**config.mk**
```make
export PLATFORM = sky130hd
export DESIGN_NAME = pwp_top
export DESIGN_NICKNAME = d
export VERILOG_FILES = /design/src/rtl/pwp_pkg.sv /design/src/rtl/pwp_bits.sv /design/src/rtl/pwp_top.sv
export VERILOG_INCLUDE_DIRS = /design/src /design/src/rtl
export SDC_FILE = /design/constraint.sdc
export NUM_CORES = 1
export LEC_CHECK = 0
export BUFFER_PORTS_ARGS = -buffer_cell sky130_fd_sc_hd__clkbuf_2
export CORE_ASPECT_RATIO = 1.25
export CORE_MARGIN = 3
export CORE_UTILIZATION = 38
export CTS_BUF_LIST = sky130_fd_sc_hd__clkbuf_4 sky130_fd_sc_hd__clkbuf_8
export CTS_CLUSTER_SIZE = 10
export DETAILED_ROUTE_END_ITERATION = 16
export PLACE_DENSITY = 0.83
export SLEW_MARGIN = 20
export SYNTH_ARGS = -nofsm -noshare
export SYNTH_HDL_FRONTEND = slang
export SYNTH_SLANG_ARGS = --single-unit
```
**constraint.sdc**
```tcl
create_clock -name clk_sys_i -period 1.6 [get_ports clk_sys_i]
set_input_delay 0.08 -clock clk_sys_i [delete_from_list [all_inputs] [get_ports clk_sys_i]]
set_output_delay 0.08 -clock clk_sys_i [all_outputs]
set_load 0.01 [all_outputs]
```
**src/rtl/pwp_cfg.svh**
```systemverilog
`ifndef PWP_CFG_SVH
`define PWP_CFG_SVH

// register byte offsets inside the bank
`define PWP_OFS_CLEAR      8'h00
`define PWP_OFS_SET        8'h04
// protection field: bit 1 up to bit 6 of the data word
`define PWP_FIELD_LSB      1
`define PWP_FIELD_MSB      6
`define PWP_NUM_PERIPH     6
// reset value of the protection vector: nothing protected
`define PWP_PROT_RESET     6'h00
// answer cycles from the taken access phase to ready
`define PWP_ANSWER_CYCLES  1

`endif

```
**src/rtl/pwp_pkg.sv**
```systemverilog
package pwp_pkg;

    // peripheral bus request as seen by the bank
    typedef struct packed {
        logic        psel;
        logic        penable;
        logic        pwrite;
        logic [7:0]  paddr;
        logic [31:0] pwdata;
        logic [3:0]  pstrb;
    } pwp_bus_req_t;

    // write attempt on one guarded peripheral
    typedef struct packed {
        logic       valid;
        logic       write;
        logic       debug;
        logic [2:0] idx;
    } pwp_guard_req_t;

    // which register an address selects
    typedef enum logic [1:0] {
        PWP_SEL_CLEAR = 2'b00,
        PWP_SEL_SET   = 2'b01,
        PWP_SEL_NONE  = 2'b10
    } pwp_sel_t;

endpackage : pwp_pkg

```
**src/rtl/pwp_bits.sv**
```systemverilog
`timescale 1ns/1ns
`include "pwp_cfg.svh"

// shared protection vector behind both set and clear views
module pwp_bits #(
    parameter int N = `PWP_NUM_PERIPH
) (
    input  wire logic         clk_sys_i,
    input  wire logic         rst_i,
    input  wire logic [N-1:0] set_mask_i,
    input  wire logic [N-1:0] clr_mask_i,
    output logic      [N-1:0] prot_o
);
    import pwp_pkg::*;

    // one vector, so both registers always read alike
    always_ff @(posedge clk_sys_i or posedge rst_i) begin
        if (rst_i) begin
            prot_o <= N'(`PWP_PROT_RESET);
        end else begin
            // zeros in both masks leave the bit alone
            prot_o <= (prot_o & ~clr_mask_i) | set_mask_i;
        end
    end

endmodule : pwp_bits

```
**src/rtl/pwp_top.sv**
```systemverilog
`timescale 1ns/1ns
`include "pwp_cfg.svh"

// Notes on behaviour
// writing zero leaves protection bit unchanged
// clear register one removes peripheral protection
// bit reads 1 protected, 0 writable
// clear register at 0x00, resets unprotected
// set register at 0x04, same layout
// bits 1..6 hold the six peripherals
// set one protects; both views share vector
// protected peripheral write refused with error
// double protect or unprotect gives error
// debugger writes bypass write protection
// unused bits read zero, ignore writes
module pwp_top #(
    parameter int N = `PWP_NUM_PERIPH
) (
    input  wire logic                    clk_sys_i,
    input  wire logic                    rst_i,
    input  wire pwp_pkg::pwp_bus_req_t   bus_i,
    output logic                         pready_o,
    output logic                         pslverr_o,
    output logic [31:0]                  prdata_o,
    input  wire pwp_pkg::pwp_guard_req_t guard_i,
    output logic                         guard_grant_o,
    output logic                         guard_err_o
);
    import pwp_pkg::*;

    logic           pready_reg;   // answer strobe
    logic           pslverr_reg;  // error with the answer
    logic [31:0]    prdata_reg;   // read data with the answer
    logic           grant_reg;    // guarded write let through
    logic           gerr_reg;     // guarded write refused
    logic [N-1:0]   prot;         // protection vector
    logic           take;         // access phase taken this cycle
    pwp_sel_t       sel;          // decoded register
    logic [N-1:0]   wmask;        // written ones of the field
    logic [N-1:0]   set_mask;
    logic [N-1:0]   clr_mask;
    logic           dbl_err;      // double protect or unprotect
    logic           prot_hit;     // guarded peripheral protected

    // address decode, low two bits ignored since each register is a word
    function automatic pwp_sel_t decode(input logic [7:0] a);
        // clear register word
        if (a[7:2] == 6'(`PWP_OFS_CLEAR >> 2)) begin
            return PWP_SEL_CLEAR;
        // set register word
        end else if (a[7:2] == 6'(`PWP_OFS_SET >> 2)) begin
            return PWP_SEL_SET;
        end else begin
            return PWP_SEL_NONE;
        end
    endfunction : decode

    // take the access phase once; ready drops the next cycle
    assign take = bus_i.psel & bus_i.penable & ~pready_reg;
    assign sel  = decode(bus_i.paddr);

    // unused bits ignored
    // field at bits 1..6, only lane 0 carries it
    assign wmask = bus_i.pwdata[`PWP_FIELD_MSB:`PWP_FIELD_LSB] & {N{bus_i.pstrb[0]}};

    // clear ones drop protection
    assign clr_mask = (take && bus_i.pwrite && sel == PWP_SEL_CLEAR) ? wmask : '0;
    // set ones raise protection
    assign set_mask = (take && bus_i.pwrite && sel == PWP_SEL_SET) ? wmask : '0;

    // double protect or unprotect check
    assign dbl_err = ((set_mask & prot) != '0) || ((clr_mask & ~prot) != '0);

    // zeros leave vector alone
    pwp_bits #(
        .N (N)
    ) u_bits (
        .clk_sys_i  (clk_sys_i),
        .rst_i      (rst_i),
        .set_mask_i (set_mask),
        .clr_mask_i (clr_mask),
        .prot_o     (prot)
    );

    // answer strobe: one wait state, then one cycle of ready
    always_ff @(posedge clk_sys_i or posedge rst_i) begin
        if (rst_i) begin
            pready_reg <= 1'b0;
        end else begin
            pready_reg <= take;
        end
    end

    // error answer: unmapped address or double operation
    always_ff @(posedge clk_sys_i or posedge rst_i) begin
        if (rst_i) begin
            pslverr_reg <= 1'b0;
        end else begin
            pslverr_reg <= take && (sel == PWP_SEL_NONE || dbl_err);
        end
    end

    // read data: both registers show the same vector
    always_ff @(posedge clk_sys_i or posedge rst_i) begin
        if (rst_i) begin
            prdata_reg <= 32'h0000_0000;
        end else if (take && !bus_i.pwrite && sel != PWP_SEL_NONE) begin
            // one means protected
            prdata_reg <= {{(31 - `PWP_FIELD_MSB){1'b0}}, prot, 1'b0};
        end else begin
            // cleared so stale data never leaks on writes or holes
            prdata_reg <= 32'h0000_0000;
        end
    end

    // index 1..6 maps to vector bit 0..5; others are never protected
    assign prot_hit = (guard_i.idx >= 3'h1) && (guard_i.idx <= 3'h6) && prot[guard_i.idx - 3'h1];

    // guard answer one cycle after the attempt
    always_ff @(posedge clk_sys_i or posedge rst_i) begin
        if (rst_i) begin
            grant_reg <= 1'b0;
            gerr_reg  <= 1'b0;
        end else begin
            // protected write refused
            // debugger bypasses protection
            grant_reg <= guard_i.valid && !(guard_i.write && prot_hit && !guard_i.debug);
            gerr_reg  <= guard_i.valid && guard_i.write && prot_hit && !guard_i.debug;
        end
    end

    assign pready_o      = pready_reg;
    assign pslverr_o     = pslverr_reg;
    assign prdata_o      = prdata_reg;
    assign guard_grant_o = grant_reg;
    assign guard_err_o   = gerr_reg;
endmodule : pwp_top

```
### Word-level counts from Yosys, hierarchy flattened

Cells that the tools add are included.

* flip-flop bits (word level): 42

* add/sub/neg operators: 1
* equality and inequality tests: 4
* reductions and logical operators: 23
* muxes and demuxes: 7
* $lt $le $gt $ge: 3
* bitwise logic cells: 10

Operators with widths (count)
* $and A6 B6 Y6: 4
* $logic_and A1 B1 Y1: 14
* $mux W6: 2
* $not A6 Y6: 2
* $reduce_bool A6 Y1: 2
* $mux W7: 1
* $eq A6 B1 Y1 const B: 1
* $logic_not A6 Y1: 1
* $or A6 B6 Y6: 1
* $lt A3 B4 Y1 const B: 1
* $mux W2: 2
* $bmux W1 S3: 1
* $ge A3 B1 Y1 const B: 1
* $le A3 B3 Y1 const B: 1
* $logic_not A1 Y1: 3
* $sub A3 B1 Y3 const B: 1
* $and A1 B1 Y1: 2
* $eq A2 B1 Y1 const B: 1
* $eq A2 B2 Y1 const B: 1
* $logic_not A2 Y1: 1
* $logic_or A1 B1 Y1: 2
* $ne A2 B2 Y1 const B: 1
* $mux W1: 1
* $not A1 Y1: 1

### Depth between registers and ports, before layout

Gate-level depths: netlist of the first run.

* depth in word-level cells: 11
* gate-level depth with buffers: 6
* gate-level depth less buffers: 6

### Cells and area by module

Synthesis of the first run repeated with hierarchy kept, for this count alone.

* cell total of the unflattened synthesis: 122
* area, all modules: 1118.6 µm²

Modules (own cells, without submodules)
* pwp_top: cells an instance 103, instances 1, area an instance 897.1 µm²
* pwp_bits: cells an instance 19, instances 1, area an instance 221.5 µm²

### Least setup slack after synthesis of the first run

OpenSTA, ideal clock, no wires.

* path kind: input port to flip-flop
* start: input port bus_i[41] (netlist name)
* end: register u_bits.prot_o[2]
* stages on the path: 4
* arrival time: 1374 ps
* required time: 1473 ps
* library setup time: 127 ps
* path slack: 98 ps
* cell sequence: or4_4 > nor4_4 > nand2_1 > mux2_1

* cells in the longest elaborated chain, start to end: 9

RTL lines
* start: declaration: RTL line pwp_top.sv:21 `input wire pwp_pkg::pwp_bus_req_t bus_i,`
* $eq A6 B1 Y1: RTL line pwp_top.sv:51 `` end else if (a[7:2] == 6'(`PWP_OFS_SET >> 2)) begin ``
* $mux W2: RTL line pwp_top.sv:51
* $mux W2 (*): RTL line pwp_top.sv:48 `` if (a[7:2] == 6'(`PWP_OFS_CLEAR >> 2)) begin ``
* $logic_not A2 Y1: RTL line pwp_top.sv:67 `assign clr_mask = (take && bus_i.pwrite && sel == PWP_SEL_CLEAR) ? wmask : '0;`
* $logic_and A1 B1 Y1: RTL line pwp_top.sv:67
* $mux W6: RTL line pwp_top.sv:67
* $not A6 Y6: RTL line pwp_bits.sv:22 `prot_o <= (prot_o & ~clr_mask_i) | set_mask_i;`
* $and A6 B6 Y6: RTL line pwp_bits.sv:22
* $or A6 B6 Y6 (*): RTL line pwp_bits.sv:22
* end signal: assignment: RTL line pwp_bits.sv:19 `` prot_o <= N'(`PWP_PROT_RESET); ``
* end signal: assignment: RTL line pwp_bits.sv:22
* end: declaration: RTL line pwp_bits.sv:12 `output logic [N-1:0] prot_o`

Every way passes the cells marked *; elsewhere a longest branch is shown, timed or not.

### Worst setup path after layout of the first run

* start: register pready_reg, in the netlist pready_o
* end: register u_bits.prot_o[0]

* cells in the longest elaborated chain, start to end: 8

RTL lines
* start: declaration: RTL line pwp_top.sv:31 `logic pready_reg;`
* start signal: assignment: RTL line pwp_top.sv:90 `pready_reg <= take;`
* $not A1 Y1 (*): RTL line pwp_top.sv:59 `assign take = bus_i.psel & bus_i.penable & ~pready_reg;`
* $and A1 B1 Y1 (*): RTL line pwp_top.sv:59
* $logic_and A1 B1 Y1 (*): RTL line pwp_top.sv:67, pwp_top.sv:69
* $logic_and A1 B1 Y1: RTL line pwp_top.sv:67
* $mux W6: RTL line pwp_top.sv:67
* $not A6 Y6: RTL line pwp_bits.sv:22
* $and A6 B6 Y6: RTL line pwp_bits.sv:22
* $or A6 B6 Y6 (*): RTL line pwp_bits.sv:22

Marks and branches as above.

==> impl_metrics.yaml, run 1 <==
timing:
  period_minus_slack_ns: 1.517
  finalHoldViolCount: 0
  rsz0062_at_grt: "no"
  maxSlewViolCount: 0
  fin_crit_sh_pct: 94.84
  timing.max_slew.rel_slack_pct: 60.74
  layout_setup_ws_ns: 0.08250
  tightest_slew_ns: 0.5882
  setup_viol: 0
  finalClockSkew_ns: 0.003375
  fmax_mhz: 659.0
route:
  drc: 0
  wire_per_inst_um: 11.37
  antenna_left: 0
  dr.first_iter.drc_count: 19
  routed_wirelength_um: 1944
  drt_pass1_iterations: 4
  vias: 761
  viasPerCell: 4.450
status:
  outcome: "complete, no violations"
finish:
  layout_commonest_cell: "clkbuf_2"
  n_fill_cell: 250
  multi_input_area_um2: 484.2
  n_antenna_cell: 0
  final_util_pct: 47.47
  seqCellArea_um2: 400.4
  drive_above_1_share_pct: 31.88
  layout_common_cells: "clkbuf_2, conb_1, dfrtp_1"
  synthToLayoutAreaGrowth_pct: 16.63
  nets: 198
clocking:
  root_buffer: "clkbuf_4"
  cts_buffer_depth: 2
  cts_tree: "built"
  cts_sinks: 16
  clock_latency_ns: 0.29
  cts_buffers: 3
  ctsHtreeMaxLevel: 1
  path_clk_slew_ns: 0.09
setup_path:
  crit_type: "register to register"
  cp.arrival_ns: 1.70
  r2r_setup_slack_ns: 0.08
  r2r_start: "pready_o"
  cp_slowest_cell: "dfrtp_1"
  crit_chain: "nand3b_1 -> nor4_4 -> nand2_1 -> mux2_4"
  startpoint_type: "register"
  reg2reg_to: "u_bits.prot_o[0]"
  r2r_cells: 4
  cp_max_fo: 6
  worst_setup_path_end_kind: "register"
  crit_required_ns: 1.78
  slowest_delay_ns: 0.38
synth:
  syn_inst: 99
  synth-edff-count: 0
  ys_ff_latch: 16
  netlist_area_mm2: 0.001008
  synth_seq_area_share_pct: 39.70
  async_reset_ff_share_pct: 100.0
  yosys.cell_types.count: 28
  ys.flop_type: "dfrtp_1"
  synth.avg_cell_area_um2: 10.19
  ys_warn_count: 0
pwr:
  leakage_nw: 0.6649
  power.total_w: 0.0007630
  switchingPower_w: 0.0002127
  pwr_density_cell_mw_per_mm2: 648.7
  vdd_drop_max_mv: 0.3668
  swShare_pct: 27.87
  internal_power_w: 0.0005503
  combinationalPowerShare_pct: 17.5
  power_frac_clock_pct: 27.7
  seqPwrFrac_pct: 54.8
hold_path:
  worstHoldStart: "guard_i[5]"
  hold_end: "guard_grant_o"
  hold_class: "primary input to register"
  worstHoldPathCells: 2
die:
  rows: 20
  start_util_pct: 40.71
  die_area_mm2: 0.003312
  die_w_um: 52.08
  io_pins: 91
  coreArea_mm2: 0.002477
  fp.dieH_um: 63.60
grt:
  grt_pass1_vias: 693
  grt_max_degree: 17
  grt_usage_pct: 12.15
  grt_pass1_wl_um: 2918
  grt_overflow: 0
  grt_antenna_before_repair: 0
placement:
  portBuffers: 33
  place_congestion: 0.8249
  dp_slack_ns: -0.08018
  hpwl_um: 1654
job:
  maxCapViolCount: 0
cells in the mapped netlist, types with 3 or more instances:
library cell / number / area (um2)
buf_4: 26 / 195.2
dfrtp_1: 16 / 400.4
nand2_1: 9 / 33.78
inv_1: 8 / 30.03
and2_1: 6 / 37.54
mux2_1: 6 / 67.56
ha_1: 3 / 37.54
nand3b_1: 3 / 22.52
o21ai_0: 3 / 15.01
registers in the layout (all words and copies together), names as in the netlist:
register	cells
pslverr_o	1
guard_err_o	1
u_bits.prot_o	6
pready_o	1
prdata_o	6
guard_grant_o	1
per-stage QoR:
stage                     instance area (um2)  hold WS, ns  setup TNS [ns]  std cells
after floorplan                          1102    -0.006261               0        124
after global placement                   1136       0.1305         -0.3710        167
after detailed placement                 1136       0.1485         -0.4169        167
after CTS                                1169      0.01658               0        171
after global routing                     1176      0.01954               0        171
final                                    1176      0.02897               0        171
worst max path at each step:
stage | startpoint | endpoint | slack [ns]
floorplan | bus_i[41] | u_bits.prot_o[2] | 0.1
global placement | bus_i[41] | u_bits.prot_o[2] | -0.07
detailed placement | bus_i[41] | u_bits.prot_o[0] | -0.08
CTS | pready_o | u_bits.prot_o[0] | 0.07
global route | pready_o | u_bits.prot_o[5] | 0.01
finish | pready_o | u_bits.prot_o[0] | 0.08
critical path, delay by kind of cell, from the launching register on:
| kind | cells | cell delay [ns] |
|---|---|---|
| mux | 1 | 0.31 |
| flops | 1 | 0.38 |
| simple gates | 3 | 0.72 |
cells by family (layout without fill, tap and decap cells):
logic type / after synthesis / in the layout / synth area share, %
AOI/OAI and AO/OA: 12 / 12 / 8.438
xor gates and xnor gates: 1 / 1 / 0.8686
adders and majority gates: 3 / 3 / 3.722
buffers and inverters: 34 / 48 / 22.33
DFF: 16 / 16 / 39.70
muxes: 7 / 7 / 8.932
other: 1 / 26 / 0.3719
and+or+nand+nor: 25 / 25 / 15.63
what timing repair did:
| action | in CTS | in global routing |
|---|---|---|
| hold endpoints to repair | 16 | 0 |
| gates resized for setup | 0 | 2 |
| hold buffers | 1 | 0 |
| setup buffers | 0 | 0 |
| setup endpoints to repair | 0 | 2 |
area by class of cell:
type | count | area share (%)
Multi-Input combinational cell | 74 | 41.17
Inverter | 8 | 2.553
Tap cell | 33 | 3.511
Timing Repair Buffer | 37 | 16.81
Clock buffer | 3 | 1.915
Sequential cell | 16 | 34.04
routing by layer:
| layer | global-route usage (%) | up-vias | wire [um] |
|---|---|---|---|
| met4 | 10.16 | 0 | 91 |
| met2 | 22.96 | 40 | 1087 |
| li1 | - | 361 | - |
| met1 | 10.13 | 350 | 596 |
| met5 | 0 | - | 0 |
| met3 | 2.128 | 10 | 168 |
power groups by stage:
stage	Clock, W	Sequential, W	Combinational, W
after detailed placement	0	0.000426	0.000130
after global routing	0.000235	0.000419	0.000149
after CTS	0.000218	0.000418	0.000133
final	0.000211	0.000418	0.000134
after global placement	0	0.000426	0.000123
after floorplan	0	0.000427	0.000118
Power figures use the tool's default switching activity.
==> run 2: changes to the inputs <==
--- a/config.mk
+++ b/config.mk
@@ -9,7 +9,7 @@
 export BUFFER_PORTS_ARGS = -buffer_cell sky130_fd_sc_hd__clkbuf_2
 export CORE_ASPECT_RATIO = 1.25
 export CORE_MARGIN = 3
-export CORE_UTILIZATION = 38
+export CORE_UTILIZATION = 40
 export CTS_BUF_LIST = sky130_fd_sc_hd__clkbuf_4 sky130_fd_sc_hd__clkbuf_8
 export CTS_CLUSTER_SIZE = 10
 export DETAILED_ROUTE_END_ITERATION = 16
@@ -17,4 +17,5 @@
 export SLEW_MARGIN = 20
 export SYNTH_ARGS = -nofsm -noshare
 export SYNTH_HDL_FRONTEND = slang
+export SYNTH_HIERARCHICAL = 1
 export SYNTH_SLANG_ARGS = --single-unit
==> run 2 against run 1 <==
Total power down 0.33%. Register-to-register slack better by 0.15 ns. Final area up 10%. Critical endpoint is now u_bits/prot_o[4]. Area after synthesis up 11%. First-iteration DRC count down 37%. Fmax up 7.6%. Non-clock buffer count up 2. Combinational power up 9.7%. Hold slack worse by 0.020 ns. Utilization up 3.3 points. Routed wire length up 5.3%.
==> impl_metrics.yaml, run 2 <==
setup_path:
  r2r_cells: 4
  cp_max_fo: 6
  cp.arrival_ns: 1.59
  crit_type: "primary input to register"
  startpoint_type: "primary input"
  slowest_delay_ns: 0.52
  r2r_start: "u_bits/prot_o[0]"
  worst_setup_path_end_kind: "register"
  crit_chain: "dlygate4sd3_1 -> clkbuf_2 -> nand2_1 -> nor4_2 -> buf_4 -> and2_1 -> inv_1 -> a21o_1"
  crit_required_ns: 1.78
  reg2reg_to: "guard_grant_o"
  cp_slowest_cell: "dlygate4sd3_1"
  r2r_setup_slack_ns: 0.23
clocking:
  clock_latency_ns: 0.28
  cts_sinks: 16
  cts_buffers: 3
  cts_buffer_depth: 2
  root_buffer: "clkbuf_4"
  path_clk_slew_ns: 0.09
  cts_tree: "built"
  cts_resized: 0
  ctsHtreeMaxLevel: 1
die:
  rows: 20
  io_pins: 91
  coreArea_mm2: 0.002552
  start_util_pct: 43.82
  die_area_mm2: 0.003471
  die_w_um: 53.30
  fp.dieH_um: 65.13
grt:
  grt_pass1_vias: 775
  grt_overflow: 0
  grt_pass1_wl_um: 3208
  grt_max_degree: 11
  grt_antenna_before_repair: 0
  grt_usage_pct: 12.76
pwr:
  switchingPower_w: 0.0002017
  power_frac_clock_pct: 25.6
  swShare_pct: 26.52
  combinationalPowerShare_pct: 19.3
  vdd_drop_max_mv: 0.3341
  pwr_density_cell_mw_per_mm2: 586.7
  internal_power_w: 0.0005588
  seqPwrFrac_pct: 55.0
  leakage_nw: 0.7577
timing:
  maxSlewViolCount: 0
  final.setup.tns_ns: 0
  finalClockSkew_ns: 0.01027
  finalHoldViolCount: 0
  fin_crit_sh_pct: 88.16
  holdWs_ns: 0.009103
  period_minus_slack_ns: 1.411
  fmax_mhz: 709.0
  rsz0062_at_grt: "no"
  setup_viol: 0
  layout_setup_ws_ns: 0.1895
synth:
  yosysMostFrequentCell: "buf_4"
  synth.avg_cell_area_um2: 9.169
  ys.flop_type: "dfrtp_1"
  yosys-top-cells-area: "dfrtp_1, buf_4, and2_1"
  synth.largest_area_cell: "dfrtp_1"
  netlist_area_mm2: 0.001119
  ys_warn_count: 6
  async_reset_ff_share_pct: 100.0
  synth-edff-count: 0
  netlist.area_leader.share_pct: 35.79
  yosys.cell_types.count: 31
  synthTopCellsByCount: "buf_4, and2_1, inv_1"
  syn_inst: 122
  synth_seq_area_share_pct: 35.79
  ys_ff_latch: 16
hold_path:
  hold_end: "guard_err_o"
  worstHoldPathCells: 3
  hold_class: "primary input to register"
  worstHoldStart: "guard_i[5]"
route:
  drt_pass1_iterations: 4
  viasPerCell: 4.469
  dr.first_iter.drc_count: 12
  drc: 0
  antenna_left: 0
  wire_per_inst_um: 10.45
  vias: 876
  routed_wirelength_um: 2048
placement:
  dpl-instance-area_mm2: 0.001254
  place_congestion: 0.8390
  dp_slack_ns: 0.2008
  portBuffers: 33
  dp_cells: 191
  hpwl_um: 1744
finish:
  n_fill_cell: 254
  post-route-cell-area_mm2: 0.001296
  n_antenna_cell: 0
  layout_commonest_cell: "clkbuf_2"
  drive_above_1_share_pct: 27.61
  instances_no_fill: 196
  layout_common_cells: "clkbuf_2, conb_1, inv_1, and2_1, dfrtp_1"
  synthToLayoutAreaGrowth_pct: 15.88
  nets: 223
job:
  maxCapViolCount: 0
status:
  outcome: "complete, no violations"
## run 2: how the worst max path moves through the flow
stage / to / depth (start not counted) / from
after floorplan: u_bits/prot_o[0] / 5 / pready_o
after global placement: guard_grant_o / 7 / guard_i[0]
after detailed placement: guard_grant_o / 7 / guard_i[0]
after CTS: u_bits/prot_o[4] / 8 / bus_i[44]
after global routing: u_bits/prot_o[4] / 8 / bus_i[44]
final: u_bits/prot_o[4] / 8 / bus_i[44]
## run 2: logic make-up (layout without fill, tap and decap cells)
| group | after synthesis | count (layout) | share of synthesized area [%] |
|---|---|---|---|
| buffers and inverters | 43 | 59 | 23.15 |
| and+or+nand+nor | 35 | 35 | 19.91 |
| AOI/OAI and AO/OA | 21 | 21 | 13.87 |
| DFF | 16 | 16 | 35.79 |
| adders and majority gates | 3 | 3 | 3.356 |
| xor gates and xnor gates | 2 | 2 | 1.566 |
| other | 1 | 26 | 0.3352 |
| muxes | 1 | 1 | 2.013 |
## run 2: power groups by stage
stage	Combinational, W	Sequential [W]	Clock, W
2_1_floorplan	0.000131	0.000428	0
3_3_place_gp	0.000139	0.000426	0
3_5_place_dp	0.000142	0.000427	0
4_1_cts	0.000146	0.000419	0.000200
5_1_grt	0.000167	0.000420	0.000219
6_report	0.000147	0.000419	0.000195
## run 2: repair_timing
| action | CTS | global route |
|---|---|---|
| setup buffers | 0 | 0 |
| hold endpoints to repair | 17 | 0 |
| hold buffers | 2 | 0 |
## run 2: layer usage
layer | up-vias | part of all wire, % | track usage, %
met5 | - | 0 | 0
met4 | 0 | 1.4 | 4.792
met2 | 55 | 49 | 23.16
li1 | 434 | - | -
met3 | 8 | 13 | 4.989
met1 | 379 | 36 | 12.52
## run 2: through the flow
step,total power (W),util (%)
after global routing,0.0008066,50.78
after global placement,0.0005656,49.12
final,0.0007605,50.78
after detailed placement,0.0005693,49.12
after CTS,0.0007651,50.78
after floorplan,0.0005589,-
## run 2: area by class of cell
class	count	area, um2	share of cell area [%]
Timing Repair Buffer	39	215.2	16.60
Clock buffer	3	22.52	1.737
Inverter	17	63.81	4.923
Tap cell	33	41.29	3.185
Sequential cell	16	400.4	30.89
Multi-Input combinational cell	88	553.0	42.66
## run 2: critical path: cells and delay by family
| family | cells | cell delay (ns) |
|---|---|---|
| compound gates | 1 | 0.16 |
| buf+inv | 4 | 0.86 |
| simple gates | 3 | 0.49 |
==> run 3: changes to the inputs <==
--- a/config.mk
+++ b/config.mk
@@ -11,9 +11,11 @@
 export CORE_MARGIN = 3
 export CORE_UTILIZATION = 40
 export CTS_BUF_LIST = sky130_fd_sc_hd__clkbuf_4 sky130_fd_sc_hd__clkbuf_8
+export CTS_CLUSTER_DIAMETER = 40
 export CTS_CLUSTER_SIZE = 10
 export DETAILED_ROUTE_END_ITERATION = 16
 export PLACE_DENSITY = 0.83
+export RECOVER_POWER = 25
 export SLEW_MARGIN = 20
 export SYNTH_ARGS = -nofsm -noshare
 export SYNTH_HDL_FRONTEND = slang
==> run 3 against run 2 <==
Combinational power is essentially flat. Largest cell class unchanged. Sequential share of layout area about the same. Register-to-register slack hardly changed. Largest power group unchanged. Via count unchanged. Highest routed layer unchanged. First-iteration DRC count did not move. Utilization about the same. Global-route usage did not move. Worst setup slack is essentially flat. Flip-flop and latch count did not move. Fmax unchanged. Cell count unchanged. Routed wire length barely moved.
==> impl_metrics.yaml, run 3 (synthesis gave the netlist of run 2 again) <==
hold_path:
  worstHoldStart: "guard_i[5]"
  hold_end: "guard_err_o"
  hold_class: "primary input to register"
  worstHoldPathCells: 3
route:
  top_layer_used: "met4"
  wl_met2_um: 1012
  vias: 876
  wl_met1_um: 727
  viasPerCell: 4.469
  wl_met3_um: 276
  drc: 0
  drt_pass1_iterations: 4
  routed_wirelength_um: 2046
  antenna_left: 0
  dr.first_iter.drc_count: 12
  wire_per_inst_um: 10.44
placement:
  portBuffers: 33
  hpwl_um: 1744
  place_congestion: 0.8390
setup_path:
  reg2reg_to: "guard_grant_o"
  r2r_start: "u_bits/prot_o[0]"
  worst_setup_path_end_kind: "register"
  r2r_cells: 4
  crit_chain: "dlygate4sd3_1 -> clkbuf_2 -> nand2_1 -> nor4_2 -> buf_4 -> and2_1 -> inv_1 -> a21o_1"
  startpoint_type: "primary input"
  cp_slowest_cell: "dlygate4sd3_1"
  cp.arrival_ns: 1.59
  cp_max_fo: 6
  startpoint: "bus_i[44]"
  crit_type: "primary input to register"
  crit_required_ns: 1.78
  slowest_delay_ns: 0.52
  r2r_setup_slack_ns: 0.23
finish:
  multi_input_area_um2: 553.0
  drive_above_1_share_pct: 26.99
  layout_commonest_cell: "clkbuf_2"
  layout_common_cells: "clkbuf_2, conb_1, inv_1, and2_1, dfrtp_1"
  n_fill_cell: 254
  synthToLayoutAreaGrowth_pct: 15.77
  nets: 223
  seqCellArea_um2: 400.4
  n_antenna_cell: 0
pwr:
  internal_power_w: 0.0005584
  pwr_density_cell_mw_per_mm2: 586.9
  power.total_w: 0.0007601
  swShare_pct: 26.53
  combinationalPowerShare_pct: 19.3
  vdd_drop_max_mv: 0.3341
  power_frac_clock_pct: 25.6
  switchingPower_w: 0.0002016
  leakage_nw: 0.7547
  seqPwrFrac_pct: 55.1
timing:
  finalHoldViolCount: 0
  finalClockSkew_ns: 0.01027
  setup_viol: 0
  maxSlewViolCount: 0
  fin_crit_sh_pct: 88.16
  rsz0062_at_grt: "no"
  period_minus_slack_ns: 1.411
  fmax_mhz: 709.0
  final.setup.tns_ns: 0
grt:
  grt_max_degree: 11
  grt_pass1_wl_um: 3208
  grt_overflow: 0
  grt_antenna_before_repair: 0
  grt_usage_pct: 12.76
  grt_pass1_vias: 775
clocking:
  cts_tree: "built"
  path_clk_slew_ns: 0.09
  ctsHtreeMaxLevel: 1
  root_buffer: "clkbuf_4"
  clock_latency_ns: 0.28
  cts_buffers: 3
  post-cts-setup-buffers: 0
  cts_buffer_depth: 2
  cts_resized: 0
  cts_sinks: 16
die:
  io_pins: 91
  start_util_pct: 43.82
  fp.dieH_um: 65.13
  die_w_um: 53.30
  rows: 20
  die_area_mm2: 0.003471
  coreArea_mm2: 0.002552
job:
  maxCapViolCount: 0
status:
  outcome: "complete, no violations"
==> run 3: cell counts in the layout (fill, tap and decap cells not counted) <==
Identical to the previous run, type by type.
==> run 3: repair_timing <==
action / 4_1_cts / 5_1_grt
hold buffers: 2 / 0
endpoints found under the setup margin: 0 / 0
endpoints found under the hold margin: 17 / 0
==> run 3: worst max path at each step <==
stage                                  end  cells after the start
after detailed placement     guard_grant_o                      7
final                     u_bits/prot_o[4]                      8
after global routing      u_bits/prot_o[4]                      8
after floorplan           u_bits/prot_o[0]                      5
after CTS                 u_bits/prot_o[4]                      8
after global placement       guard_grant_o                      7
==> run 3: through the flow <==
step	util [%]	hold WS (ns)	setup slack, ns	std cells	area, um2
2_1_floorplan	-	-0.1290	0.2287	147	1212
4_1_cts	50.78	0.002651	0.1918	196	1296
3_3_place_gp	49.12	0.004527	0.2340	191	1254
5_1_grt	50.74	0.01783	0.1145	196	1295
3_5_place_dp	49.12	0.0006368	0.2008	191	1254
6_report	50.74	0.009104	0.1895	196	1295
==> run 3: layout make-up <==
| cell class | instances | share of cell area (%) |
|---|---|---|
| multi-input cells | 88 | 42.71 |
| well taps | 33 | 3.188 |
| clock buffers | 3 | 1.739 |
| inverters | 17 | 4.928 |
| flip-flops and latches | 16 | 30.92 |
| repair buffers | 39 | 16.52 |
==> run 3: power groups by stage <==
stage                     Clock [W]  Sequential (W)  Combinational [W]
after detailed placement          0        0.000427           0.000142
final                      0.000195        0.000419           0.000147
after global placement            0        0.000426           0.000139
after global routing       0.000219        0.000420           0.000167
after CTS                  0.000200        0.000419           0.000146
after floorplan                   0        0.000428           0.000131
==> run 3: critical path, delay by kind of cell <==
| kind | cells | cell delay, ns |
|---|---|---|
| AO/OA/AOI/OAI | 1 | 0.16 |
| AND/OR/NAND/NOR | 3 | 0.49 |
| buffers and inverters | 4 | 0.86 |
==> run 3: metal layers <==
| layer | track usage (%) | vias to the layer above |
|---|---|---|
| met1 | 12.52 | 379 |
| met2 | 23.16 | 55 |
| met4 | 4.792 | 0 |
| met3 | 4.989 | 8 |
| li1 | - | 434 |
| met5 | 0 | - |
